===== src/verilog/var_access_pkg.sv =====
// Constants and carrier types for the microcontroller variable access port.
// Assumes one clock domain; the register decoder in front of it runs on the same clock.
package var_access_pkg;

  // ****************
  // Register map
  // ****************
  localparam logic [7:0]  REG_VAR_ADDRESS = 8'hC6;
  localparam logic [7:0]  REG_VAR_DATA    = 8'hC8;
  localparam logic [7:0]  REG_BURST_FIRST = 8'hC9;
  localparam logic [7:0]  REG_BURST_LAST  = 8'hD1;
  localparam logic [15:0] ADDRESS_RESET   = 16'h0000;
  localparam logic [15:0] DATA_RESET      = 16'h0000;

  // ****************
  // Address register fields
  // ****************
  localparam int          WIDTH_BIT       = 15;
  localparam int          SEL_HI          = 14;
  localparam int          SEL_LO          = 13;
  localparam int          DRIVER_HI       = 12;
  localparam int          DRIVER_LO       = 8;
  localparam int          OFFSET_HI       = 7;
  localparam int          PHYS_HI         = 14;
  localparam logic [1:0]  LOGICAL_SEL     = 2'h1;
  localparam logic [4:0]  SEQUENCER_ID    = 5'h01;
  localparam int          DRIVER_COUNT    = 32;
  localparam logic [7:0]  BURST_MAX_BYTES = 8'h10;
  localparam logic [7:0]  UPPER_ZERO      = 8'h00;

  typedef enum logic [1:0] {
    ST_IDLE   = 2'b00,
    ST_LOOKUP = 2'b01,
    ST_MEM    = 2'b10
  } state_code_t;

  typedef struct packed {
    logic        rd;
    logic        wr;
    logic [7:0]  addr;
    logic [15:0] wdata;
  } reg_req_t;

  typedef struct packed {
    logic        req;
    logic        we;
    logic        byte_sel;
    logic [15:0] addr;
    logic [15:0] wdata;
  } mem_req_t;

  typedef struct packed {
    logic        ack;
    logic [15:0] rdata;
  } mem_rsp_t;

endpackage


===== src/verilog/driver_base_table.sv =====
// Table of driver data structure base addresses, one word per driver ID.
// Assumes the microcontroller fills it before any logical access is made.
`timescale 1ns/1ns
module driver_base_table (
  input  wire logic        mclk,
  input  wire logic        reset,
  input  wire logic        wr_en,
  input  wire logic [4:0]  wr_idx,
  input  wire logic [15:0] wr_data,
  input  wire logic        rd_en,
  input  wire logic [4:0]  rd_idx,
  output logic      [15:0] rd_data
);

  logic [15:0] table_mem [var_access_pkg::DRIVER_COUNT];

  always_ff @(posedge mclk) begin
    if (wr_en) begin
      table_mem[wr_idx] <= wr_data;
    end
  end

  // Registered read so the lookup costs exactly one cycle
  always_ff @(posedge mclk) begin
    if (reset) begin
      rd_data <= 16'h0000;
    end else if (rd_en) begin
      rd_data <= table_mem[rd_idx];
    end
  end

endmodule


===== src/verilog/mcu_variable_access_port.sv =====
// Variable access port: address and data registers that reach microcontroller memory.
// Assumes the register decoder and the memory answer both run on mclk.
`timescale 1ns/1ns
module mcu_variable_access_port (
  input  wire logic                      mclk,
  input  wire logic                      reset,
  input  var_access_pkg::reg_req_t       reg_req,
  output logic      [15:0]               reg_rdata,
  output logic                           reg_rvalid,
  output logic                           reg_busy,
  output var_access_pkg::mem_req_t       mem_out,
  input  var_access_pkg::mem_rsp_t       mem_in,
  input  wire logic                      tbl_wr_en,
  input  wire logic [4:0]                tbl_wr_idx,
  input  wire logic [15:0]               tbl_wr_data
);

  // ****************
  // Decode helpers
  // ****************
  function automatic logic is_logical(input logic [15:0] a);
    return a[var_access_pkg::SEL_HI:var_access_pkg::SEL_LO] == var_access_pkg::LOGICAL_SEL;
  endfunction

  function automatic logic is_data_reg(input logic [7:0] r);
    return (r == var_access_pkg::REG_VAR_DATA) ||
           ((r >= var_access_pkg::REG_BURST_FIRST) && (r <= var_access_pkg::REG_BURST_LAST));
  endfunction

  function automatic logic [15:0] byte_mask(input logic bsel, input logic [15:0] d);
    return bsel ? {var_access_pkg::UPPER_ZERO, d[7:0]} : d;
  endfunction

  typedef struct packed {
    var_access_pkg::state_code_t st;
    logic [15:0]                 var_address;
    logic [15:0]                 rdata;
    logic                        rvalid;
    logic                        busy;
    logic [7:0]                  boff;
    var_access_pkg::mem_req_t    mem;
  } state_t;

  state_t      s;
  state_t      next_s;
  logic        accept;
  logic        data_access;
  logic [7:0]  burst_idx;
  logic [7:0]  req_off;
  logic [15:0] tbl_rdata;

  assign accept      = (s.st == var_access_pkg::ST_IDLE) && (reg_req.rd || reg_req.wr);
  assign data_access = accept && is_data_reg(reg_req.addr);
  assign burst_idx   = (reg_req.addr >= var_access_pkg::REG_BURST_FIRST) ?
                       8'(reg_req.addr - var_access_pkg::REG_BURST_FIRST) : 8'h00;
  // Burst registers walk consecutive bytes or words from the base address
  assign req_off     = s.var_address[var_access_pkg::WIDTH_BIT] ? burst_idx :
                       8'(burst_idx << 1);

  driver_base_table u_table (
    .mclk    (mclk),
    .reset   (reset),
    .wr_en   (tbl_wr_en),
    .wr_idx  (tbl_wr_idx),
    .wr_data (tbl_wr_data),
    .rd_en   (data_access && is_logical(s.var_address)),
    .rd_idx  (s.var_address[var_access_pkg::DRIVER_HI:var_access_pkg::DRIVER_LO]),
    .rd_data (tbl_rdata)
  );

  // ****************
  // Next state
  // ****************
  always_comb begin
    next_s        = s;
    next_s.rvalid = 1'b0;
    unique case (s.st)
      var_access_pkg::ST_IDLE: begin
        if (accept && reg_req.wr && reg_req.addr == var_access_pkg::REG_VAR_ADDRESS) begin
          next_s.var_address = reg_req.wdata;
        end
        if (accept && reg_req.rd && !is_data_reg(reg_req.addr)) begin
          next_s.rvalid = 1'b1;
          next_s.rdata  = (reg_req.addr == var_access_pkg::REG_VAR_ADDRESS) ?
                          s.var_address : var_access_pkg::DATA_RESET;
        end
        if (data_access) begin
          next_s.boff         = req_off;
          next_s.mem.we       = reg_req.wr;
          next_s.mem.byte_sel = s.var_address[var_access_pkg::WIDTH_BIT];
          next_s.mem.wdata    = byte_mask(s.var_address[var_access_pkg::WIDTH_BIT],
                                          reg_req.wdata);
          if (is_logical(s.var_address)) begin
            next_s.st = var_access_pkg::ST_LOOKUP;
          end else begin
            next_s.st      = var_access_pkg::ST_MEM;
            next_s.mem.req = 1'b1;
            next_s.mem.addr = 16'({1'b0, s.var_address[var_access_pkg::PHYS_HI:0]}) +
                              {8'h00, req_off};
          end
        end
      end
      var_access_pkg::ST_LOOKUP: begin
        // Driver base plus an offset of one byte's range plus the burst offset
        next_s.st       = var_access_pkg::ST_MEM;
        next_s.mem.req  = 1'b1;
        next_s.mem.addr = tbl_rdata + {8'h00, s.var_address[var_access_pkg::OFFSET_HI:0]} +
                          {8'h00, s.boff};
      end
      var_access_pkg::ST_MEM: begin
        if (mem_in.ack) begin
          next_s.st      = var_access_pkg::ST_IDLE;
          next_s.mem.req = 1'b0;
          if (!s.mem.we) begin
            next_s.rvalid = 1'b1;
            next_s.rdata  = byte_mask(s.mem.byte_sel, mem_in.rdata);
          end
        end
      end
      default: begin
        next_s.st      = var_access_pkg::ST_IDLE;
        next_s.mem.req = 1'b0;
      end
    endcase
    // Busy is registered so reg_busy leaves a flip-flop directly
    next_s.busy = (next_s.st != var_access_pkg::ST_IDLE);
  end

  always_ff @(posedge mclk) begin
    if (reset) begin
      s             <= '0;
      s.st          <= var_access_pkg::ST_IDLE;
      s.var_address <= var_access_pkg::ADDRESS_RESET;
      s.rdata       <= var_access_pkg::DATA_RESET;
    end else begin
      s <= next_s;
    end
  end

  // ****************
  // Outputs
  // ****************
  assign reg_rdata  = s.rdata;
  assign reg_rvalid = s.rvalid;
  assign reg_busy   = s.busy;
  assign mem_out    = s.mem;

  // ****************
  // Checks
  // ****************
  a_addr_holds: assert property (@(posedge mclk) disable iff (reset)
    !(accept && reg_req.wr && reg_req.addr == var_access_pkg::REG_VAR_ADDRESS)
    |=> s.var_address == $past(s.var_address))
    else $error("address register changed without a write");

  a_width_follows: assert property (@(posedge mclk) disable iff (reset)
    s.mem.req |-> s.mem.byte_sel == s.var_address[var_access_pkg::WIDTH_BIT])
    else $error("access width differs from address bit 15");

  a_byte_write_mask: assert property (@(posedge mclk) disable iff (reset)
    s.mem.req && s.mem.we && s.mem.byte_sel |-> s.mem.wdata[15:8] == 8'h00)
    else $error("byte write carries an upper byte");

  a_byte_read_zero: assert property (@(posedge mclk) disable iff (reset)
    s.st == var_access_pkg::ST_MEM && mem_in.ack && !s.mem.we && s.mem.byte_sel
    |=> reg_rvalid && reg_rdata[15:8] == 8'h00)
    else $error("byte read upper byte not zero");

  a_phys_direct: assert property (@(posedge mclk) disable iff (reset)
    data_access && !is_logical(s.var_address)
    |=> s.mem.req && s.mem.addr == 16'({1'b0, $past(s.var_address[14:0])}) + {8'h00, s.boff})
    else $error("physical address not used directly");

  a_logical_seq: assert property (@(posedge mclk) disable iff (reset)
    data_access && is_logical(s.var_address)
    |=> s.st == var_access_pkg::ST_LOOKUP ##1 s.st == var_access_pkg::ST_MEM && s.mem.req)
    else $error("logical access skipped driver lookup");

  a_logical_addr: assert property (@(posedge mclk) disable iff (reset)
    s.st == var_access_pkg::ST_LOOKUP
    |=> s.mem.addr == $past(tbl_rdata) + {8'h00, s.var_address[7:0]} + {8'h00, s.boff})
    else $error("logical address not base plus offset");

  a_write_store: assert property (@(posedge mclk) disable iff (reset)
    data_access && reg_req.wr |-> ##[1:2] (s.mem.req && s.mem.we))
    else $error("data write did not reach memory");

  a_burst_span: assert property (@(posedge mclk) disable iff (reset)
    s.mem.req |-> s.boff <= var_access_pkg::BURST_MAX_BYTES)
    else $error("burst offset beyond sixteen bytes");

  a_read_answer: assert property (@(posedge mclk) disable iff (reset)
    s.st == var_access_pkg::ST_MEM && mem_in.ack |=> s.st == var_access_pkg::ST_IDLE && !s.mem.req)
    else $error("memory acknowledge did not end access");

  a_req_held: assert property (@(posedge mclk) disable iff (reset)
    s.mem.req && !mem_in.ack |=> s.mem.req && $stable(s.mem.addr) &&
    $stable(s.mem.wdata) && $stable(s.mem.we))
    else $error("memory request changed before acknowledge");

  a_addr_readback: assert property (@(posedge mclk) disable iff (reset)
    accept && reg_req.rd && reg_req.addr == var_access_pkg::REG_VAR_ADDRESS
    |=> reg_rvalid && reg_rdata == $past(s.var_address))
    else $error("address register read back wrong");

  a_sel_logical: assert property (@(posedge mclk) disable iff (reset)
    s.st == var_access_pkg::ST_LOOKUP |-> is_logical(s.var_address))
    else $error("driver lookup without logical select");

  a_word_read_full: assert property (@(posedge mclk) disable iff (reset)
    s.st == var_access_pkg::ST_MEM && mem_in.ack && !s.mem.we && !s.mem.byte_sel
    |=> reg_rvalid && reg_rdata == $past(mem_in.rdata))
    else $error("word read not passed whole");

  a_write_silent: assert property (@(posedge mclk) disable iff (reset)
    accept && reg_req.wr |=> !reg_rvalid)
    else $error("register write produced a read answer");

  a_idle_no_req: assert property (@(posedge mclk) disable iff (reset)
    !reg_busy |-> !mem_out.req)
    else $error("memory request while port idle");

endmodule


===== config.mk =====
export PLATFORM = sky130hd
export DESIGN_NAME = mcu_variable_access_port
export DESIGN_NICKNAME = d
export VERILOG_FILES = /design/src/verilog/var_access_pkg.sv /design/src/verilog/driver_base_table.sv /design/src/verilog/mcu_variable_access_port.sv
export SDC_FILE = /design/constraint.sdc
export NUM_CORES = 1
export LEC_CHECK = 0
export BUFFER_PORTS_ARGS = -buffer_cell sky130_fd_sc_hd__buf_4
export CAP_MARGIN = 15
export CORE_MARGIN = 2
export CORE_UTILIZATION = 40
export DETAILED_ROUTE_END_ITERATION = 8
export GPL_ROUTABILITY_DRIVEN = 0
export PLACE_DENSITY_LB_ADDON = 0.1
export SETUP_SLACK_MARGIN = 0.5
export SKIP_CTS_REPAIR_TIMING = 1
export SLEW_MARGIN = 10
export SYNTH_ARGS = -nofsm -noshare
export SYNTH_HDL_FRONTEND = slang
export SYNTH_HIERARCHICAL = 1
export SYNTH_SLANG_ARGS = --single-unit

===== constraint.sdc =====
create_clock -name mclk -period 3.7 [get_ports mclk]
set_clock_uncertainty 0.2 [all_clocks]
set_input_delay 0.74 -clock mclk [delete_from_list [all_inputs] [get_ports mclk]]
set_output_delay 0.74 -clock mclk [all_outputs]
set_load 0.01 [all_outputs]

* Word-level counts from Yosys, hierarchy flattened
Memory sizes are Yosys's and may differ from the RTL's. A register that Yosys moved wholly into a read port is not among the register bits.
Index checks and enable logic that the tools add are counted.
** Operators by class
- Muxes and demuxes :: 21
- Equal/unequal tests :: 10
- Magnitude comparators :: 2
- Add/subtract/negate cells :: 4
- Reduce and logical (&&, ||, !) cells :: 20
** Operators with widths (number)
- 2-to-1 mux 16 bit :: 4
- 2-to-1 mux 17 bit :: 3
- 2-to-1 mux 35 bit :: 1
- case mux 17 bit (2 select lines) :: 1
- adder 16 x 8 -> 16 bit :: 2
- case mux 16 bit (2 select lines) :: 1
- adder 15 x 8 -> 16 bit :: 1
- equality test 8 bit (second input constant) :: 2
- 2-to-1 mux 8 bit :: 2
- greater-or-equal comparator 8 bit (second input constant) :: 1
- <= comparator 8 bit (second input constant) :: 1
- logical AND 1 bit :: 8
- != test 2 bit (second input constant) :: 4
- subtractor 8 bit (second input constant) :: 1
- 2-to-1 mux 2 bit :: 3
- case mux 2 bit (3 select lines) :: 1
- AND reduction 3 bit :: 2
- nonzero test 2 bit :: 3
- equality test 2 x 1 -> 1 bit (second input constant) :: 2
- 2-to-1 mux 1 bit :: 4
- AND reduction 2 bit :: 2
- AND reduction 4 bit :: 1
- case mux 1 bit (3 select lines) :: 1
- equality test 2 bit (second input constant) :: 1
- other kinds (4) :: 5
** Storage, ports and cells
- Memories kept :: 1
- Memory bits (writable) :: 512
- Word-level logic and storage cells :: 69
- Bits of input ports :: 67
- Register bits after elaboration :: 79
** Memory list
- u_table.table_mem :: words 32, bits a word 16, rd ports 1, clocked after memory_dff 1, write ports 1, RTL line driver_base_table.sv:15 : logic [15:0] table_mem [var_access_pkg::DRIVER_COUNT];

* Logic depth before layout (Yosys ltp)
- Depth in word-level cells :: 7
- Mapped depth :: 15
- Gate-level depth less buffers :: 15

* Hierarchy
The synthesis kept the hierarchy.
** Modules (own cells, without submodules)
- driver_base_table :: area each 20538.4 um^2, cells each 1146, times used 1
- mcu_variable_access_port :: area each 5103.6 um^2, cells each 608, times used 1

* Least setup slack after synthesis
OpenSTA, ideal clock, no wires.
- Path kind :: in2reg
- From :: in reg_req[16] (netlist bit)
- To :: reg s, in the netlist mem_out[28]
- Setup slack :: 0.010 ns
- Data arrival time :: 3.404 ns
- Setup time :: 0.086 ns
- Cell stages on the path :: 15
- Path buffers :: 0
- Cell sequence :: inv_1 ha_1 nand2b_1 o21ai_0 a21o_1 nor3b_1 ha_1 inv_1 fa_1 nand3b_1 a21oi_1 o21a_1 nor4b_1 nor3_1 a211oi_1
** On the way
- Word-level cells in the longest chain between the ends :: 7
- Elaborated cells between the ends (all ways) :: 15
** RTL lines
- from (decl) :: RTL line mcu_variable_access_port.sv:7 : input var_access_pkg::reg_req_t reg_req,
- subtractor 8 bit or greater-or-equal comparator 8 bit (tied branches) :: RTL line mcu_variable_access_port.sv:55, mcu_variable_access_port.sv:54
- 2-to-1 mux 8 bit (*) :: RTL line mcu_variable_access_port.sv:54 : assign burst_idx = (reg_req.addr >= var_access_pkg::REG_BURST_FIRST) ?
- 2-to-1 mux 8 bit (*) :: RTL line mcu_variable_access_port.sv:57 : assign req_off = s.var_address[var_access_pkg::WIDTH_BIT] ? burst_idx :
- named net req_off[0] :: RTL line mcu_variable_access_port.sv:49 : logic [7:0] req_off;
- adder 15 x 8 -> 16 bit (*) :: RTL line mcu_variable_access_port.sv:98 : next_s.mem.addr = 16'({1'b0, s.var_address[var_access_pkg::PHYS_HI:0]}) +
- 2-to-1 mux 16 bit (*) :: RTL line mcu_variable_access_port.sv:93 : if (is_logical(s.var_address)) begin
- 2-to-1 mux 35 bit (*) :: RTL line mcu_variable_access_port.sv:87 : if (data_access) begin
- case mux 16 bit (2 select lines) (*) :: RTL line mcu_variable_access_port.sv:77 : unique case (s.st)
- to (signal assigned) :: RTL line mcu_variable_access_port.sv:136 : s <= next_s;
- to (decl) :: RTL line mcu_variable_access_port.sv:44 : state_t s;
The timed path passes the listed nets; every way through them passes the cells marked *. The select of a mux whose other input is x is not followed.
A chain may end at the register's enable or synchronous reset.

* Final worst setup path
Same ends and word-level chain as after synthesis.

==> flow_summary.ini <==
[status]
status = completed

[synth]
synth_seq_cells = 607
synth-seq-area-share_pct = 67.4
synthDistinctLibCells = 70
ys_top_cells_by_area = edfxtp_1 60%, mux2i_1 11%, dfxtp_1 7.4%
synth_most_common_cell = edfxtp_1
synthCells = 1754
avgSynthCellArea_um2 = 14.6
synthTopCellsByCount = 512 x edfxtp_1, 274 x mux2i_1, 144 x a22oi_1
synth_top_cell_by_area = edfxtp_1
synth-edff-count = 512
async_reset_ff_share_pct = 0
netlist_area_mm2 = 0.0256
synthFlopType = edfxtp_1
ys_warn_count = 6
synth_top_area_share_pct = 60.0
synth_nets = 1852

[cells_and_area]
regArea_mm2 = 0.0173
multi_input_area_mm2 = 0.00755
nets = 2003
nFillCells = 5512
fin_area_mm2 = 0.0300
layout-drive-gt1-share_pct = 20.9
final_cell_count_no_fill = 2803
area_growth_pct = 17.0

[setup_path]
worst-r2r-cell-count = 8
cp_slowest_cell = fa_2
end_kind = flip-flop
startpoint = reg_req[16]
critPathKind = input pin to flip-flop
cpLargestDelayFamily = compound AO/OA/AOI/OAI gates
required_ns = 4.01
cp_max_fo = 6
max_stage_delay_ns = 0.37
cp_num_cells = 16
path_cells = buf_12 > inv_12 > ha_4 > nand2b_4 > o21ai_2 > a21o_1 > nor3b_2 > ha_2 > inv_2 > fa_2 > nand3b_1 > a21oi_2 > o21a_4 > nor4b_4 > nor3_2 > a211oi_1
reg2reg_from = s[63]
start_kind = input pin
arrival_ns = 3.36
path_buf_inv = 3

[die]
core_region_area_mm2 = 0.0632
die_h_um = 257
ios = 120
die_area_mm2 = 0.0661
die_w_um = 257
rows = 92
start_util_pct = 40.6

[drt]
vias = 15145
wire_per_inst_um = 24.1
viasPerCell = 5.40
wl_um = 67400
drc = 0
ant_nets = 0
first_pass_iters = 5
drtIter0Drc = 1167

[clock_network]
h-tree-depth = 3
cts_inserted_buffers = 68
clock_sinks = 607
path_clk_slew_ns = 0.06
max-clock-path-buffers = 3
root_buffer = clkbuf_16
insertion_delay_ns = 0.61
cts_tree = yes

[grt]
use_met2_pct = 33.6
use_met3_pct = 3.63
overflow = 0
grt-busiest-layer = met2
grt_pass1_wl_um = 98600
grt_max_degree = 77
grtUsageTotal_pct = 20.3
grt_antenna_before_repair = 7
gr-usage-met1_pct = 27.4
grt_pass1_vias = 14805

[timing]
slew_viol_final = 0
worst_slew_pin_slew_ns = 0.864
setup_violations = 0
fin_crit_sh_pct = 82.3
slew_headroom_pct = 42.4
rsz0062_at_grt = yes
hold_viol = 0
fmax_ghz = 0.328
post-route-min-period_ns = 3.05

[power]
max-vdd-ir-drop_uv = 352
p_leak_uw = 0.00973
p_per_area_mw_per_mm2 = 475

[place]
dp_cells = 2678
postPlaceCellArea_mm2 = 0.0278
portBuffers = 119
dp_hpwl_um = 42000

[min_path]
hold_path_depth = 3
hold_class = input pin to flip-flop
hp-start = reg_req[12]

[job]
maxCapViolations = 0
## routing by layer
| layer | share of wire, % | routed length [um] | vias to the layer above |
|---|---|---|---|
| met4 | 2.2 | 1450 | 2 |
| met3 | 5.2 | 3530 | 98 |
| met2 | 50 | 33400 | 410 |
| met5 | 0.019 | 13 | - |
| met1 | 43 | 29100 | 7609 |
| li1 | - | - | 7026 |
## flip-flops by register name, indices dropped and copies added (netlist names)
register / count
u_table/table_mem: 512
reg_rdata: 16
mem_out: 35
reg_busy: 1
reg_rvalid: 1
s: 26
u_table/rd_data: 16
## cell families after synthesis
kind of cell	synth area share, %
fa+ha+maj	1.81
xor+xnor	0.615
simple gates	5.56
compound gates	9.52
buf+inv	4.07
mux	11.0
flops	67.4
## metrics by stage
stage	utilization [%]	worst slack, ns	setup TNS, ns	hold WS (ns)	power (uW)
global placement	43.9	-0.0173	-0.0444	0.244	8030
detailed placement	43.9	-0.127	-0.566	0.249	8040
CTS	47.2	0.508	0	0.159	14400
finish	47.5	0.654	0	0.192	14300
global route	47.5	0.469	0	0.176	14700
floorplan	-	0.370	0	0.232	7790
## worst paths after layout
| path | slack [ns] | to |
|---|---|---|
| worst max register to register | 0.68 | mem_out[30] |
| worst min register to register | 0.25 | reg_rdata[11] |
| worst max-delay path | 0.65 | mem_out[28] |
| worst min-delay path | 0.19 | s[73] |
## worst register-to-register path: stages (launching register included)
cell and delay (ns):
dfxtp_1 0.43, fa_1 0.48, ha_1 0.30, a211oi_1 0.36, nor2_1 0.18, o41ai_2 0.44, and3b_1 0.23, o21ai_0 0.10
a311oi_1 0.22
## layout by cell type (no fill, tap or decap), drive strengths merged, types with 23 or more instances in the layout
| cell type | count |
|---|---|
| dfxtp | 95 |
| a21oi | 116 |
| buf | 236 |
| nand2 | 70 |
| clkbuf | 94 |
| nor2 | 111 |
| a211oi | 28 |
| edfxtp | 512 |
| inv | 23 |
| a22oi | 144 |
| mux2i | 274 |
## power by group
group,switching [uW],internal (uW)
Sequential,20.4,7480
Combinational,262,134
Clock,2660,3710
Total,2940,11300
## final cells by class
cell class | count | area share [%]
flip-flops and latches | 607 | 57.6
multi-input cells | 973 | 25.2
repair buffers | 236 | 6.41
clock buffers | 94 | 6.28
well taps | 846 | 3.53
clock inverters | 27 | 0.663
inverters | 19 | 0.321
diodes | 1 | 0.00834
Power figures use the tool's default switching activity.
